### src/shared/sacr_regs.svh
// Timing figures and derived cycle counts for the converter handshake block
`ifndef SACR_REGS_SVH
`define SACR_REGS_SVH
`define SACR_CLK_NS 4.0
`define SACR_T_CONV_US 1.4
`define SACR_T_BUSY_RISE_NS 45.0
`define SACR_T_BUSY_FALL_NS 20.0
`define SACR_T_MSB_VALID_NS 30.0
`define SACR_T_BUS_TURN_NS 20.0
`define SACR_T_ABORT_MIN_NS 65.0
`define SACR_T_ABORT_MAX_NS 1000.0
// Longest times round down, least times round up; small bias absorbs float error
`define SACR_CONV_CYC $rtoi(`SACR_T_CONV_US * 1000.0 / `SACR_CLK_NS + 0.001)
`define SACR_BUSY_RISE_CYC $rtoi(`SACR_T_BUSY_RISE_NS / `SACR_CLK_NS + 0.001)
`define SACR_BUSY_FALL_CYC $rtoi(`SACR_T_BUSY_FALL_NS / `SACR_CLK_NS + 0.001)
`define SACR_MSB_VALID_CYC $rtoi(`SACR_T_MSB_VALID_NS / `SACR_CLK_NS + 0.001)
`define SACR_BUS_TURN_CYC $rtoi(`SACR_T_BUS_TURN_NS / `SACR_CLK_NS + 0.001)
`define SACR_ABORT_MIN_CYC $rtoi($ceil(`SACR_T_ABORT_MIN_NS / `SACR_CLK_NS - 0.001))
`define SACR_ABORT_MAX_CYC $rtoi(`SACR_T_ABORT_MAX_NS / `SACR_CLK_NS + 0.001)
`define SACR_WORD_W 18
`define SACR_FIFO_DEPTH 16
`define SACR_ALL_ONES 18'h3FFFF
`endif

### src/shared/sacr_pkg.sv
// Types shared by the converter handshake block
`default_nettype none
package sacr_pkg;
  typedef enum logic [1:0]
  {
    SACR_IDLE = 2'h0,
    SACR_ACQ = 2'h1,
    SACR_CONV = 2'h3
  } sacr_state_e;
endpackage : sacr_pkg
`default_nettype wire

### src/logic/sacr_top.sv
// Sample FIFO and conversion-and-readout handshake of the parallel-bus converter
// What this block does
// - Busy rises within 45 ns of start fall
// - Busy high no longer than 1.4 us of enabled clock cycles; cycles with clock enable low add to it
// - Busy drops within 20 ns of conversion end
// - Second start fall with select low, or select fall, aborts, windowed
// - New result on bus 30 ns after busy
// - Width or byte change drives new lanes fast
// - Read or select rise releases bus quickly
// - Busy high exactly while converting
// - Select fall acquires, start fall holds
// - Select and read low drive last result
`timescale 1ns/10ps
`default_nettype none
`include "sacr_regs.svh"

module sacr_fifo #(
  parameter int W = `SACR_WORD_W,
  parameter int DEPTH = `SACR_FIFO_DEPTH
) (
  input wire logic i_clk, // Core clock
  input wire logic i_rst_n, // Async reset, active low
  input wire logic i_ce, // Clock enable
  input wire logic i_wr_valid, // Write word offered
  output logic o_wr_ready, // Room for a word
  input wire logic [W-1:0] i_wr_data, // Write word
  output logic o_rd_valid, // Word available
  input wire logic i_rd_ready, // Reader takes word
  output logic [W-1:0] o_rd_data // Head word
);
  localparam int AW = $clog2(DEPTH);
  logic [W-1:0] mem [DEPTH];
  logic [AW-1:0] wr_ptr;
  logic [AW-1:0] rd_ptr;
  logic [AW:0] count;
  logic [AW:0] next_count;
  logic push;
  logic pop;

  assign push = i_wr_valid && o_wr_ready;
  assign pop = i_rd_ready && o_rd_valid;
  assign o_rd_data = mem[rd_ptr];

  always_comb
  begin
    next_count = count;
    if (push && !pop)
      next_count = count + 1'b1;
    else if (pop && !push)
      next_count = count - 1'b1;
  end

  always_ff @(posedge i_clk)
  begin
    if (i_ce && push)
      mem[wr_ptr] <= i_wr_data;
  end

  always_ff @(posedge i_clk or negedge i_rst_n)
  begin
    if (!i_rst_n)
    begin
      wr_ptr <= '0;
      rd_ptr <= '0;
      count <= '0;
      o_wr_ready <= 1'b1;
      o_rd_valid <= 1'b0;
    end
    else if (i_ce)
    begin
      if (push)
        wr_ptr <= AW'(wr_ptr + 1'b1);
      if (pop)
        rd_ptr <= AW'(rd_ptr + 1'b1);
      count <= next_count;
      // Flags registered so the top sees flop outputs
      o_wr_ready <= next_count != (AW+1)'(DEPTH);
      o_rd_valid <= next_count != '0;
    end
  end
endmodule : sacr_fifo

module sacr_top #(
  parameter int CONV_CYC = `SACR_CONV_CYC,
  parameter int ABORT_MIN_CYC = `SACR_ABORT_MIN_CYC,
  parameter int ABORT_MAX_CYC = `SACR_ABORT_MAX_CYC,
  parameter int FIFO_DEPTH = `SACR_FIFO_DEPTH
) (
  input wire logic i_clk, // Core clock, 250 MHz
  input wire logic i_rst_n, // Async reset, active low
  input wire logic i_ce, // Clock enable, freezes all state
  input wire logic i_conversion_start_n, // Start strobe pin
  input wire logic i_cs_n, // Chip select pin
  input wire logic i_rd_n, // Read strobe pin
  input wire logic i_bus_width_select, // Two-low-bit lane select pin
  input wire logic i_byte_select, // Byte fold select pin
  input wire logic i_sample_valid, // Sampled word offered
  input wire logic [`SACR_WORD_W-1:0] i_sample_data, // Sampled word
  output logic o_sample_ready, // FIFO has room
  output logic o_busy, // Conversion in progress
  output logic o_acquiring, // Acquisition phase
  output logic [`SACR_WORD_W-1:0] o_data, // Data bus value
  output logic o_data_oe // Data bus driven
);
  localparam int W = `SACR_WORD_W;
  localparam int CW = 11;
  localparam int RISE_MAX = `SACR_BUSY_RISE_CYC - 2;
  localparam int FALL_MAX = `SACR_BUSY_FALL_CYC;
  localparam int MSB_MAX = `SACR_MSB_VALID_CYC;
  localparam int TURN_MAX = `SACR_BUS_TURN_CYC - 2;
  localparam logic [CW-1:0] CONV_LAST = CW'(CONV_CYC - 1);
  localparam logic [CW-1:0] AB_LO = CW'(ABORT_MIN_CYC - 1);
  localparam logic [CW-1:0] AB_HI = CW'(ABORT_MAX_CYC - 1);

  // Lane map: all unselected lanes read as ones
  function automatic logic [W-1:0] lanes(input logic [W-1:0] d, input logic wide,
                                         input logic fold);
    logic [W-1:0] v;
    v = `SACR_ALL_ONES;
    case ({wide, fold})
      2'h0: v = d;
      2'h1: v[17:10] = d[9:2];
      2'h2: v[3:2] = d[1:0];
      default: v[11:10] = d[1:0];
    endcase
    return v;
  endfunction : lanes

  // ----------------------------------------------------------------
  // Pin synchronisers
  // ----------------------------------------------------------------
  logic [4:0] pin_s1;
  logic [4:0] pin_s2;
  logic [1:0] pin_prev;
  logic start_s;
  logic cs_s;
  logic rd_s;
  logic wide_s;
  logic fold_s;
  logic start_fall;
  logic cs_fall;

  always_ff @(posedge i_clk or negedge i_rst_n)
  begin
    if (!i_rst_n)
    begin
      pin_s1 <= 5'h07;
      pin_s2 <= 5'h07;
      pin_prev <= 2'h3;
    end
    else if (i_ce)
    begin
      pin_s1 <= {i_byte_select, i_bus_width_select, i_rd_n, i_cs_n, i_conversion_start_n};
      pin_s2 <= pin_s1;
      pin_prev <= pin_s2[1:0];
    end
  end

  assign {fold_s, wide_s, rd_s, cs_s, start_s} = pin_s2;
  assign start_fall = pin_prev[0] && !start_s;
  assign cs_fall = pin_prev[1] && !cs_s;

  // ----------------------------------------------------------------
  // Sample FIFO
  // ----------------------------------------------------------------
  logic smp_valid;
  logic smp_take;
  logic [W-1:0] smp_data;

  sacr_fifo #(.W(W), .DEPTH(FIFO_DEPTH)) sacr_fifo_inst (
    .i_clk(i_clk),
    .i_rst_n(i_rst_n),
    .i_ce(i_ce),
    .i_wr_valid(i_sample_valid),
    .o_wr_ready(o_sample_ready),
    .i_wr_data(i_sample_data),
    .o_rd_valid(smp_valid),
    .i_rd_ready(smp_take),
    .o_rd_data(smp_data)
  );

  // ----------------------------------------------------------------
  // Conversion sequencer
  // ----------------------------------------------------------------
  sacr_pkg::sacr_state_e state;
  sacr_pkg::sacr_state_e next_state;
  logic [CW-1:0] cnt;
  logic begin_conv;
  logic in_window;
  logic abort;
  logic conv_done;
  logic [W-1:0] work;
  logic [W-1:0] result;

  assign begin_conv = start_fall && (state != sacr_pkg::SACR_CONV);
  assign in_window = (cnt >= AB_LO) && (cnt <= AB_HI);
  // Edges outside the window are ignored; a late edge cannot corrupt a result
  assign abort = (state == sacr_pkg::SACR_CONV) && in_window
               && ((start_fall && !cs_s) || cs_fall);
  assign conv_done = (state == sacr_pkg::SACR_CONV) && !abort && (cnt == CONV_LAST);
  // The sampled word is taken from the FIFO only at hold start, so it can fill
  assign smp_take = begin_conv && smp_valid;

  always_comb
  begin
    next_state = state;
    case (state)
      sacr_pkg::SACR_IDLE:
      begin
        if (begin_conv)
          next_state = sacr_pkg::SACR_CONV;
        else if (cs_fall)
          next_state = sacr_pkg::SACR_ACQ;
      end
      sacr_pkg::SACR_ACQ:
      begin
        if (begin_conv)
          next_state = sacr_pkg::SACR_CONV;
      end
      sacr_pkg::SACR_CONV:
      begin
        if (abort && cs_fall)
          next_state = sacr_pkg::SACR_ACQ;
        else if (abort || conv_done)
          next_state = sacr_pkg::SACR_IDLE;
      end
      default: next_state = sacr_pkg::SACR_IDLE;
    endcase
  end

  always_ff @(posedge i_clk or negedge i_rst_n)
  begin
    if (!i_rst_n)
    begin
      state <= sacr_pkg::SACR_IDLE;
      o_busy <= 1'b0;
      o_acquiring <= 1'b0;
    end
    else if (i_ce)
    begin
      state <= next_state;
      o_busy <= next_state == sacr_pkg::SACR_CONV;
      o_acquiring <= next_state == sacr_pkg::SACR_ACQ;
    end
  end

  always_ff @(posedge i_clk or negedge i_rst_n)
  begin
    if (!i_rst_n)
      cnt <= '0;
    else if (i_ce)
    begin
      if (begin_conv)
        cnt <= '0;
      else if (state == sacr_pkg::SACR_CONV)
        cnt <= CW'(cnt + 1'b1);
    end
  end

  always_ff @(posedge i_clk or negedge i_rst_n)
  begin
    if (!i_rst_n)
    begin
      work <= '0;
      result <= '0;
    end
    else if (i_ce)
    begin
      // Empty FIFO repeats the previous sample rather than stalling the conversion
      if (smp_take)
        work <= smp_data;
      if (conv_done)
        result <= work;
    end
  end

  // ----------------------------------------------------------------
  // Parallel readout
  // ----------------------------------------------------------------
  always_ff @(posedge i_clk or negedge i_rst_n)
  begin
    if (!i_rst_n)
    begin
      o_data <= `SACR_ALL_ONES;
      o_data_oe <= 1'b0;
    end
    else if (i_ce)
    begin
      o_data <= lanes(result, wide_s, fold_s);
      o_data_oe <= !cs_s && !rd_s;
    end
  end

  logic [CW-1:0] busy_len;
  always_ff @(posedge i_clk or negedge i_rst_n)
  begin
    if (!i_rst_n)
      busy_len <= '0;
    else if (i_ce)
      busy_len <= o_busy ? CW'(busy_len + 1'b1) : '0;
  end
endmodule : sacr_top

`default_nettype wire

### config.mk
export PLATFORM = sky130hd
export DESIGN_NAME = sacr_top
export DESIGN_NICKNAME = d
export VERILOG_FILES = /design/src/shared/sacr_pkg.sv /design/src/logic/sacr_top.sv
export VERILOG_INCLUDE_DIRS = /design/src /design/src/shared
export SDC_FILE = /design/constraint.sdc
export NUM_CORES = 1
export LEC_CHECK = 0
export BUFFER_PORTS_ARGS = -buffer_cell sky130_fd_sc_hd__buf_4
export CORE_UTILIZATION = 25
export CTS_CLUSTER_SIZE = 40
export DETAILED_ROUTE_END_ITERATION = 7
export GPL_ROUTABILITY_DRIVEN = 0
export PLACE_DENSITY = 0.37
export SETUP_SLACK_MARGIN = 0.2
export SYNTH_ARGS = -nofsm -noshare
export SYNTH_HDL_FRONTEND = slang
export SYNTH_HIERARCHICAL = 1
export SYNTH_SLANG_ARGS = --single-unit
### constraint.sdc
create_clock -name i_clk -period 2.1 [get_ports i_clk]
set_input_delay 0.21 -clock i_clk [delete_from_list [all_inputs] [get_ports i_clk]]
set_output_delay 0.21 -clock i_clk [all_outputs]
set_load 0.005 [all_outputs]
[Word-level counts from Yosys, hierarchy flattened]
Memories as Yosys holds them, arrays and structs flattened. A register that Yosys moved wholly into a read port is not among the register bits.
Cells that the tools add are included.
Cells by class
  add/sub/neg operators: 5
  order comparisons: 2
  eq/ne operators: 9
  muxes and demuxes: 17
  reductions and logical operators: 35
Operators with widths (count)
  two-way mux 11 bit: 2
  logical AND 1 bit: 17
  two-way mux 2 bit: 6
  one-hot mux 2 bit (3 select lines): 2
  one-hot mux 6 bit (2 select lines): 1
  adder 11 x 1 -> 11 bit, second input constant: 1
  equality test 11 x 9 -> 1 bit, second input constant: 1
  greater-or-equal comparator 11 x 5 -> 1 bit, second input constant: 1
  <= comparator 11 x 8 -> 1 bit, second input constant: 1
  two-way mux 5 bit: 2
  AND reduction 2 bit: 5
  adder 4 x 1 -> 4 bit, second input constant: 2
  zero test 1 bit: 7
  equality test 2 x 1 -> 1 bit, second input constant: 3
  equality test 2 bit, second input constant: 3
  two-way mux 6 bit: 1
  adder 5 x 1 -> 5 bit, second input constant: 1
  != test 5 bit, second input constant: 1
  nonzero test 5 bit: 1
  subtractor 5 x 1 -> 5 bit, second input constant: 1
  zero test 2 bit: 2
  one-hot mux 2 bit (2 select lines): 1
  logical OR 1 bit: 2
  two-way mux 1 bit: 2
  2 further kinds: 2
Storage, ports and cells
  bits in registers: 79
  RAM bits: 288
  bits of input ports: 27
  output and inout bits: 22
  logic and storage cells: 84
  memories kept: 1
Memory list
  sacr_fifo_inst.mem: depth 16, bits a word 18, read ports 1, clocked after memory_dff 1, wr ports 1, line sacr_top.sv:32  | logic [W-1:0] mem [DEPTH];

[Logic depth before layout (Yosys ltp)]
Gate-level depths: netlist (run 1).
  word-level depth: 13
  mapped depth: 9
  gate-level depth less buffers: 7

[Modules after synthesis]
Netlist (run 1), hierarchy kept.
By module, submodules not included
  sacr_fifo: times used 1, cells each 506, area an instance 11796.3 sq um, sequential area each 9024.9 sq um
  sacr_top: times used 1, cells each 299, area an instance 3652.3 sq um, sequential area each 2084.5 sq um

[Least setup slack after synthesis (run 1)]
No wires, ideal clock.
  path kind: register to register
  start point: register pin_prev[0]
  end point: register sacr_fifo_inst.o_rd_valid
  setup time: 126 ps
  arrival: 2156 ps
  data required time: 1974 ps
  setup slack: -182 ps
  stages on the path, launching flop included: 10
  path buffers: 2
  period minus slack after synthesis: 2282 ps
  cell sequence: dfstp_2 -> nor2b_1 -> buf_2 -> and3_1 -> and2_1 -> buf_4 -> nor2_2 -> or4_1 -> a311o_1 -> o32a_1
On the way
  word-level cells in the longest chain between the ends: 8
  elaborated cells on any way between the ends: 10
  classes of those cells: mux (2); reduce/logical (8)
Ends and longest elaborated chain
  from (decl): line sacr_top.sv:134  | logic [1:0] pin_prev;
  from (signal assigned): line sacr_top.sv:155  | pin_prev <= pin_s2[1:0];
  logical AND 1 bit (*): line sacr_top.sv:160  | assign start_fall = pin_prev[0] && !start_s;
  logical AND 1 bit (*): line sacr_top.sv:195  | assign begin_conv = start_fall && (state != sacr_pkg::SACR_CONV);
  logical AND 1 bit (*): line sacr_top.sv:202  | assign smp_take = begin_conv && smp_valid;
  via smp_take: line sacr_top.sv:167  | logic smp_take;
  logical AND 1 bit (*): line sacr_top.sv:41  | assign pop = i_rd_ready && o_rd_valid;
  logical AND 1 bit or zero test 1 bit (tied branches): line sacr_top.sv:49, sacr_top.sv:47
  two-way mux 5 bit or logical AND 1 bit (tied branches): line sacr_top.sv:49, sacr_top.sv:47
  two-way mux 5 bit (*): line sacr_top.sv:47  | if (push && !pop)
  nonzero test 5 bit (*): line sacr_top.sv:78  | o_rd_valid <= next_count != '0;
  to (signal assigned): line sacr_top.sv:67  | o_rd_valid <= 1'b0;
  to (signal assigned): line sacr_top.sv:78
  to (decl): line sacr_top.sv:27  | output logic o_rd_valid,
The timed path passes the listed nets; every way through them passes the cells marked *.
A chain may end at the register's enable or synchronous reset.

[Worst setup path after layout (run 1)]
  start point: register pin_s2[0]
  end point: register sacr_fifo_inst.o_rd_valid
On the way
  word-level cells in the longest chain between the ends: 9
  elaborated cells on any way between the ends: 11
  classes of those cells: mux (2); reduce/logical (9)
Ends and longest elaborated chain
  from (decl): line sacr_top.sv:133  | logic [4:0] pin_s2;
  from (signal assigned): line sacr_top.sv:154  | pin_s2 <= pin_s1;
  zero test 1 bit (*): line sacr_top.sv:160
  logical AND 1 bit (*): line sacr_top.sv:160
  logical AND 1 bit (*): line sacr_top.sv:195
  logical AND 1 bit (*): line sacr_top.sv:202
  via smp_take: line sacr_top.sv:167
  logical AND 1 bit (*): line sacr_top.sv:41
  logical AND 1 bit or zero test 1 bit (tied branches): line sacr_top.sv:49, sacr_top.sv:47
  two-way mux 5 bit or logical AND 1 bit (tied branches): line sacr_top.sv:49, sacr_top.sv:47
  two-way mux 5 bit (*): line sacr_top.sv:47
  nonzero test 5 bit (*): line sacr_top.sv:78
Marks and branches as above.

==> qor.yml, run 1 <==
nets: 1026
crit_fanout: 4
hold_slack_ps: 25.9
outcome: "finished, violations left"
grt_pass1_vias: 8433
drt_wl_total_mm: 41.3
dpl.hpwl_mm: 24.5
holdPathEnd: "sacr_fifo_inst/mem[6][16]$_DFFE_PP_"
timing_worst_setup_path_type: "flop to flop"
tns_ps: -1380
wl_per_cell_um: 22.9
ios: 49
crit_path_end_kind: "flop"
p_leak_nw: 7.01
cts_tree: "built"
holdPathStages: 1
synthFlopType: "edfxtp_1"
numPortBuffers: 48
path_clk_slew_ps: 60
cp-start-kind: "flop"
post-route-period-util_pct: 104
crit-reg2reg-launch: "pin_s2[0]$_DFFE_PN1P_"
syn_area_um2: 15400
cp_slowest_stage_delay_ps: 560
ir_drop_mv: 0.531
placementRows: 90
crit_slowest_cell: "dfstp_2"
synthDistinctLibCells: 51
cts_buffer_depth: 3
tightest_slew_ps: 494
max_freq_mhz: 456
avgSynthCellArea_um2: 19.2
numClockSinks: 385
path_cells: "nor2b_4 > and3_4 > buf_6 > nand2_4 > nor2_4 > or4_1 > a311o_1 > o32a_1"
reg2reg_depth: 8
fin_skew_ps: 13.5
dr.pass1.iters: 5
layout-drive-gt1-share_pct: 41.7
cp.arrival_ps: 2640
final_max_slew_viol_count: 0
drt_iter0_drc: 489
hold_path.startpoint: "i_sample_data[16]"
rsz0062_at_grt: "true"
cts_buffers: 45
ys_ff_latch: 385
antenna_left: 0
grt_max_degree: 43
violations: "negative setup slack"
p_per_area_nw_per_um2: 1150
die_x_um: 251
grt_pass1_wl_mm: 60.1
die_y_um: 251
worstPathRequired_ps: 2540
area_growth_pct: 29.4
yosysWarningCount: 6
grt.overflow.total: 0
drc: 0
clk_latency_ps: 570
dp_cells: 1667
post_drt_via_cell_ratio: 4.50
setup_viol: 20
timing.rr.end: "sacr_fifo_inst/o_rd_valid$_DFFE_PN0P_"
async_reset_ff_share_pct: 25.2
vias: 8112
relSlewSlack_pct: 67.0
layout.cells.non_filler: 1804
syn_inst: 805
ys_seq_area_share_pct: 71.9
synth_edf_count: 288
syn_nets: 842
drv_cap: 0
hold_path.class: "input port to flop"
die_area_um2: 62800
antenna_found_initial: 4
r2r_slack_ps: -90
track_usage_pct: 13.3
hold_viol: 0
setup_slack_ps: -94.1
cts_root_buf: "clkbuf_16"
cts_max_level: 2
start_util_pct: 25.5
place_ws_ps: -146
finalCriticalPeriod_ps: 2190
power_mw: 23.0
core_um2: 60700
[final cells by class]
cell class | instances | area [um2]
Antenna cell | 2 | 5.00
Clock buffer | 64 | 1230
Clock inverter | 14 | 77.6
Fill cell | 5785 | 40700
Inverter | 13 | 48.8
Multi-Input combinational cell | 368 | 4280
Sequential cell | 385 | 11100
Tap cell | 782 | 978
Timing Repair Buffer | 176 | 2250
[cell usage in the layout, fill, tap and decap left out, types with 14 or more instances in the layout]
master | synthesis | layout
clkbuf_16 | 0 | 51
buf_12 | 0 | 42
and2_4 | 1 | 18
dfstp_2 | 27 | 27
clkbuf_1 | 17 | 17
dlygate4sd3_1 | 0 | 24
mux2_2 | 44 | 41
buf_4 | 3 | 80
mux4_2 | 90 | 90
nor2_1 | 36 | 34
edfxtp_1 | 288 | 288
nand2_1 | 18 | 14
o21ai_0 | 16 | 16
a21oi_1 | 28 | 28
dfrtp_1 | 70 | 67
[through the flow]
stage,cell area [um2],utilization (%)
6_report,20000,32.9
5_1_grt,20000,32.9
4_1_cts,19700,32.5
3_5_place_dp,17600,29.0
3_3_place_gp,17600,29.0
2_1_floorplan,15500,-
[worst max-delay path, delay by kind of cell (launching register included)]
kind / cells / cell delay, ps
AOI/OAI and AO/OA: 2 / 590
buffers and inverters: 1 / 110
DFF: 1 / 560
and+or+nand+nor: 5 / 820
[cells in the mapped netlist (3+ instances only)]
master | n | area (um2)
edfxtp_1 | 288 | 8650
mux4_2 | 90 | 2030
dfrtp_1 | 70 | 1750
mux2_2 | 44 | 495
nor2_1 | 36 | 135
a21oi_1 | 28 | 140
dfstp_2 | 27 | 709
and2_1 | 21 | 131
nand2_1 | 18 | 67.6
clkbuf_1 | 17 | 63.8
o21ai_0 | 16 | 80.1
inv_1 | 13 | 48.8
xnor2_1 | 11 | 96.3
ha_1 | 10 | 125
mux2_4 | 10 | 150
nand3_1 | 9 | 45.0
nor2b_1 | 9 | 56.3
a211oi_1 | 8 | 60.1
buf_6 | 8 | 90.1
and3_1 | 7 | 43.8
buf_1 | 7 | 26.3
or3_1 | 6 | 37.5
nor3_1 | 5 | 25.0
buf_2 | 4 | 20.0
o221ai_1 | 4 | 35.0
buf_4 | 3 | 22.5
[power breakdown]
group / internal, mW / switching [mW] / total (mW)
Combinational: 3.48 / 2.76 / 6.25
Sequential: 9.03 / 0.668 / 9.69
Clock: 4.05 / 3.01 / 7.06
Total: 16.6 / 6.44 / 23.0
[what timing repair did]
item | 4_1_cts | 5_1_grt
pin swaps | 7 | 8
gates cloned | 8 | 6
buffers inserted | 12 | 7
hold endpoints to repair | 306 | 0
endpoints found under the setup margin | 329 | 312
hold buffers | 24 | 0
resized for setup | 68 | 16
[per-layer routing]
| metal | part of all wire [%] | track usage (%) |
|---|---|---|
| met1 | 47 | 18.8 |
| met2 | 47 | 20.9 |
| met3 | 3.9 | 2.05 |
| met4 | 2.3 | 4.35 |
| met5 | 0 | 0 |
[kinds of logic (layout without fill, tap and decap cells)]
group	count (synthesis)	in the layout	share of synthesized area [%]
adder cells (fa/ha/maj)	10	10	0.810
AO/OA/AOI/OAI	75	75	3.11
AND/OR/NAND/NOR	126	126	4.37
XOR/XNOR	13	13	0.737
other	0	2	0
flip-flops	385	385	71.9
multiplexers	144	144	17.3
buffers and inverters	52	267	1.76
[sequential cells by signal (all words and copies together) (netlist names), 5 cells and up]
name,cells
sacr_fifo_inst/count,5
cnt,11
sacr_fifo_inst/mem,288
work,18
pin_s2,5
pin_s1,5
o_data,18
result,18
[worst max path at each step]
stage	from	endpoint	cells after the start
2_1_floorplan	pin_prev[0]$_DFFE_PN1P_	sacr_fifo_inst/o_rd_valid$_DFFE_PN0P_	9
3_3_place_gp	pin_s2[0]$_DFFE_PN1P_	sacr_fifo_inst/o_rd_valid$_DFFE_PN0P_	8
3_5_place_dp	pin_s2[0]$_DFFE_PN1P_	sacr_fifo_inst/o_rd_valid$_DFFE_PN0P_	8
4_1_cts	sacr_fifo_inst/rd_ptr[0]$_DFFE_PN0P_	work[7]$_DFFE_PN0P_	5
5_1_grt	pin_s2[0]$_DFFE_PN1P_	sacr_fifo_inst/o_rd_valid$_DFFE_PN0P_	8
6_report	pin_s2[0]$_DFFE_PN1P_	sacr_fifo_inst/o_rd_valid$_DFFE_PN0P_	8
Note: power is estimated with default switching activity, not from simulation.
==> run 2: changes to the inputs <==
RECOVER_POWER = 50   (was unset)
SETUP_SLACK_MARGIN = unset   (was 0.2)
==> run 2 against run 1 <==
Compared with the run above:
- the run ends with max-capacitance violations, max-slew violations, negative setup slack left
- clock skew is 3.1 ps lower
- hold slack better by 240 ps
- via count is 2.4% lower
- global-route usage is 0.49 points lower
- design area is 3.3% lower
- largest cell class unchanged
- largest power group unchanged
- highest routed layer unchanged
==> qor.yml, run 2 (synthesis results as in run 1) <==
outcome: "finished, violations left"
violations: "max-capacitance violations, max-slew violations, negative setup slack"
drv_cap: 1  # +1
die_y_um: 251  # unchanged
multiInputGateArea_um2: 4150  # -3.0%
drt_wl_total_mm: 39.3  # -4.9%
fin_skew_ps: 10.5  # -3.06 ps
n_fill_cell: 5819  # +0.59%
worstPathRequired_ps: 2550  # about the same
dp_cells: 1662  # -0.30%
drc: 0  # unchanged
post-route-period-util_pct: 106  # +1.1 points
crit_path_start: "sacr_fifo_inst/rd_ptr[0]$_DFFE_PN0P_"
track_usage_pct: 12.8  # -0.49 points
cts_max_level: 2  # unchanged
setup_viol: 19  # -5.0%
timing.rr.end: "work[6]$_DFFE_PN0P_"
cts_root_buf: "clkbuf_16"
tightest_slew_ps: 1610  # +1110 ps
numPortBuffers: 48  # unchanged
r2r_slack_ps: -120  # -20 ps
crit_path_end_kind: "flop"
layout-drive-gt1-share_pct: 36.5  # -5.2 points
ir_drop_mv: 0.543  # +2.3%
rsz0062_at_grt: "true"
reg2reg_depth: 5  # -3
grt_max_degree: 48  # +12%
crit_fanout: 8  # +4
setup_slack_ps: -118  # -23.8 ps
cts_buffer_depth: 3  # unchanged
seq_area_um2: 11100  # unchanged
start_util_pct: 25.5  # unchanged
numClockSinks: 385  # unchanged
grt_pass1_wl_mm: 58.7  # -2.3%
hold_slack_ps: 265  # +239 ps
tns_ps: -1060  # +316 ps
post_drt_via_cell_ratio: 4.44  # -1.2%
largest_reg_flops: 288  # unchanged
die_area_um2: 62800  # unchanged
antennaDiodeCount: 0  # -2
largest_register: "sacr_fifo_inst/mem"
critPathCapture: "work[6]$_DFFE_PN0P_"
cp.arrival_ps: 2670  # +30 ps
layout_commonest_cell: "edfxtp_1"
power_mw: 23.1  # +0.54%
grt.overflow.total: 0  # unchanged
p_per_area_nw_per_um2: 1200  # +3.9%
antenna_found_initial: 1  # -3
finalCriticalPeriod_ps: 2220  # +23.8 ps
ios: 49  # unchanged
dpl_cell_area_um2: 17500  # -0.80%
grt_pass1_vias: 8536  # +1.2%
dr.pass1.iters: 4  # -1
cts_buffers: 45  # unchanged
antenna_left: 0  # unchanged
relSlewSlack_pct: -7.07  # -74 points
cp-start-kind: "flop"
wl_met1_mm: 18.5  # -5.3%
top_layer_used: "met4"
placementRows: 90  # unchanged
hold_path.class: "input port to flop"
dpl.hpwl_mm: 23.9  # -2.8%
layout.cells.non_filler: 1782  # -1.2%
timing_worst_setup_path_type: "flop to flop"
wl_met3_mm: 1.44  # -10%
crit-reg2reg-launch: "sacr_fifo_inst/rd_ptr[0]$_DFFE_PN0P_"
area_growth_pct: 25.2
layout_common_cells: "288 x edfxtp_1, 90 x mux4_2, 67 x dfrtp_1, 64 x buf_4, 50 x clkbuf_16"
wl_met2_mm: 18.4  # -4.0%
wl_per_cell_um: 22.1  # -3.7%
final_max_slew_viol_count: 28  # +28
clk_latency_ps: 570  # about the same
core_um2: 60700  # unchanged
p_leak_nw: 6.75  # -3.8%
vias: 7919  # -2.4%
max_freq_mhz: 451  # -1.1%
nets: 1001  # -2.4%
cts_tree: "built"
path_clk_slew_ps: 60  # about the same
hold_viol: 0  # unchanged
final_util_pct: 31.9  # -1.1 points
die_x_um: 251  # unchanged
drt_iter0_drc: 491  # +0.41%
place_ws_ps: -140  # +5.81 ps
fin_area_um2: 19300  # -3.3%
[run 2: changes by cell type in the layout (fill, tap and decap cells not counted), sizes merged]
cell         before  now
dlygate4sd3      24   25
clkbuf           69   87
clkinvlp          0    2
bufinv            0    3
diode             2    0
buf             147  102
clkinv           13   14
[run 2: worst max-delay path, stage by stage, from the launching register on]
cell     delay [ps]
dfrtp_4         480
buf_12          140
buf_12          140
mux4_2          500
mux4_2          540
mux2_4          280
[run 2: where the power goes]
group / total [mW] / leakage, nW / switching, mW / internal, mW
Clock: 7.67 / 0.706 / 3.11 / 4.57
Sequential: 9.67 / 3.76 / 0.643 / 9.03
Combinational: 5.78 / 2.28 / 2.58 / 3.20
[run 2: cell type report]
type	instances	area share (%)
well taps	782	5.06
clock buffers	63	6.55
clock inverters	20	0.919
inverters	13	0.252
multi-input cells	368	21.5
repair buffers	151	8.25
flip-flops and latches	385	57.5
[run 2: worst min path at each step]
stage,start,end,slack [ps],depth (start not counted)
3_5_place_dp,i_rst_n,cnt[8]$_DFFE_PN0P_,170,1
4_1_cts,i_rst_n,cnt[8]$_DFFE_PN0P_,90,2
5_1_grt,i_sample_valid,sacr_fifo_inst/wr_ptr[0]$_DFFE_PN0P_,260,5
6_report,i_sample_valid,sacr_fifo_inst/wr_ptr[0]$_DFFE_PN0P_,260,5
3_3_place_gp,i_rst_n,cnt[8]$_DFFE_PN0P_,170,1
2_1_floorplan,i_rst_n,cnt[0]$_DFFE_PN0P_,-90,0
[run 2: what timing repair did]
| item | in CTS | in global routing |
|---|---|---|
| setup buffers | 1 | 7 |
| pin swaps | 0 | 1 |
| hold buffers | 25 | 0 |
| setup endpoints to repair | 21 | 244 |
| resized for setup | 8 | 22 |
| cloned | 0 | 4 |
| endpoints found under the hold margin | 362 | 0 |
[run 2: metal layers]
| metal | GRT usage (%) | up-vias |
|---|---|---|
| li1 | - | 3543 |
| met1 | 17.7 | 4167 |
| met3 | 2.53 | 61 |
| met5 | 0 | - |
| met2 | 20.5 | 148 |
| met4 | 3.72 | 0 |
==> run 3: changes to the inputs <==
CORE_ASPECT_RATIO = 1.25   (was unset)
==> run 3 against run 2 <==
Compared with the run above:
- the flow finishes with violations (negative setup slack)
- cell count rose by 2.9%
- maximum frequency rose by 1.3%
- design area rose by 0.40%
- flip-flop and latch count did not move
- largest power group unchanged
==> qor.yml, run 3 (synthesis results as in run 1) <==
core_um2: 60900  # +0.35%
power_mw: 23.3  # +0.75%
finalCriticalPeriod_ps: 2190  # -29.1 ps
n_fill_cell: 5935  # +2.0%
nets: 1014  # +1.3%
hold_path.class: "input port to flop"
timing.rr.end: "work[10]$_DFFE_PN0P_"
die_x_um: 224  # -10%
crit-reg2reg-launch: "sacr_fifo_inst/rd_ptr[0]$_DFFE_PN0P_"
layout.cells.non_filler: 1833  # +2.9%
track_usage_pct: 13.2  # +0.38 points
reg2reg_depth: 5  # unchanged
numPortBuffers: 48  # unchanged
crit_path_start: "sacr_fifo_inst/rd_ptr[0]$_DFFE_PN0P_"
post_drt_via_cell_ratio: 4.33  # -2.6%
largest_register: "sacr_fifo_inst/mem"
cp.arrival_ps: 2630  # -40 ps
grt_pass1_vias: 8571  # +0.41%
r2r_slack_ps: -90  # +30 ps
cts_root_buf: "clkbuf_16"
timing_worst_setup_path_type: "flop to flop"
drt_wl_total_mm: 40.3  # +2.6%
cts_buffers: 45  # unchanged
worstPathRequired_ps: 2540  # about the same
rsz0062_at_grt: "true"
setup_slack_ps: -88.8  # +29.1 ps
layout-drive-gt1-share_pct: 37.2  # +0.67 points
cts_tree: "built"
post-route-period-util_pct: 104  # -1.4 points
wl_per_cell_um: 22.0  # -0.21%
clk_latency_ps: 570  # about the same
outcome: "finished, violations left"
vias: 7937  # +0.23%
hold_path.startpoint: "i_sample_valid"
dr.pass1.iters: 6  # +2
drc: 0  # unchanged
largest_reg_flops: 288  # unchanged
placementRows: 101  # +12%
tightest_slew_ps: 1360  # -250 ps
holdPathStages: 6  # +1
antenna_left: 0  # unchanged
antennaDiodeCount: 0  # unchanged
cts_max_level: 2  # unchanged
final_max_slew_viol_count: 0  # -100%
grt_max_degree: 53  # +10%
path_clk_slew_ps: 60  # about the same
start_util_pct: 25.4  # -0.090 points
numClockSinks: 385  # unchanged
dpl.hpwl_mm: 25.6  # +7.4%
area_growth_pct: 25.7
grt_pass1_wl_mm: 59.6  # +1.5%
drv_cap: 0  # -1
setup_viol: 19  # unchanged
die_area_um2: 62800  # about the same
fin_skew_ps: 21.1  # +10.7 ps
dp_cells: 1722  # +3.6%
cp-start-kind: "flop"
p_per_area_nw_per_um2: 1200  # +0.35%
ir_drop_mv: 0.476  # -12%
die_y_um: 280  # +12%
layout_common_cells: "288 x edfxtp_1, 90 x mux4_2, 86 x buf_4, 67 x dfrtp_1, 47 x clkbuf_16"
cts_buffer_depth: 3  # unchanged
ios: 49  # unchanged
layout_commonest_cell: "edfxtp_1"
antenna_found_initial: 2  # +1
crit_path_end_kind: "flop"
max_freq_mhz: 457  # +1.3%
p_leak_nw: 6.79  # +0.70%
grt.overflow.total: 0  # unchanged
violations: "negative setup slack"
relSlewSlack_pct: 9.61  # +17 points
hold_viol: 0  # unchanged
holdPathEnd: "sacr_fifo_inst/count[2]$_DFFE_PN0P_"
drt_iter0_drc: 468  # -4.7%
crit_fanout: 7  # -1
[run 3: worst max-delay path: stages (launching register included)]
cell     delay, ps
dfrtp_4        450
buf_12         160
buf_16         160
mux4_2         540
mux4_2         470
mux2_4         270
[run 3: worst max path at each step]
stage          slack (ps)  depth (start not counted)                                    end
4_1_cts               -80                          5                   work[10]$_DFFE_PN0P_
5_1_grt              -130                          7  sacr_fifo_inst/o_rd_valid$_DFFE_PN0P_
3_3_place_gp         -150                          4                    work[3]$_DFFE_PN0P_
6_report              -90                          5                   work[10]$_DFFE_PN0P_
2_1_floorplan        -180                          9  sacr_fifo_inst/o_rd_valid$_DFFE_PN0P_
3_5_place_dp         -150                          4                   work[10]$_DFFE_PN0P_
[run 3: metrics by stage]
| step | setup TNS (ps) | utilization, % | worst slack [ps] | instance area [um2] | hold slack (ps) |
|---|---|---|---|---|---|
| finish | -814 | 31.9 | -88.8 | 19400 | 270 |
| global route | -4460 | 31.9 | -132 | 19400 | 285 |
| CTS | -1040 | 31.9 | -83.6 | 19400 | 67.7 |
| detailed placement | -4150 | 28.8 | -155 | 17500 | 150 |
| global placement | -4030 | 28.8 | -146 | 17500 | 141 |
| floorplan | -324 | - | -182 | 15400 | -85.6 |
[run 3: metal layers]
metal	vias to the layer above	GRT usage, %	wire length [um]
li1	3572	-	-
met1	4158	17.1	17600
met2	151	22.4	20200
met3	54	2.07	1670
met4	2	4.40	849
met5	-	0	17
[run 3: cell type report]
cell class / count / area [um2] / area share, %
Inverter: 13 / 48.8 / 0.251
Multi-Input combinational cell: 368 / 4130 / 21.3
Timing Repair Buffer: 164 / 1660 / 8.53
Clock inverter: 18 / 216 / 1.12
Clock buffer: 61 / 1220 / 6.26
Sequential cell: 385 / 11100 / 57.3
Tap cell: 824 / 1030 / 5.31
[run 3: repair_timing]
action,CTS,global route
gates cloned,3,2
hold buffers,25,0
gates resized for setup,22,16
hold endpoints to repair,367,0
setup endpoints to repair,114,118
buffers inserted,3,0
[run 3: power by group]
group | internal (mW) | leakage, nW | switching [mW]
Combinational | 3.31 | 2.33 | 2.55
Sequential | 9.03 | 3.76 | 0.697
Clock | 4.65 | 0.702 | 3.06
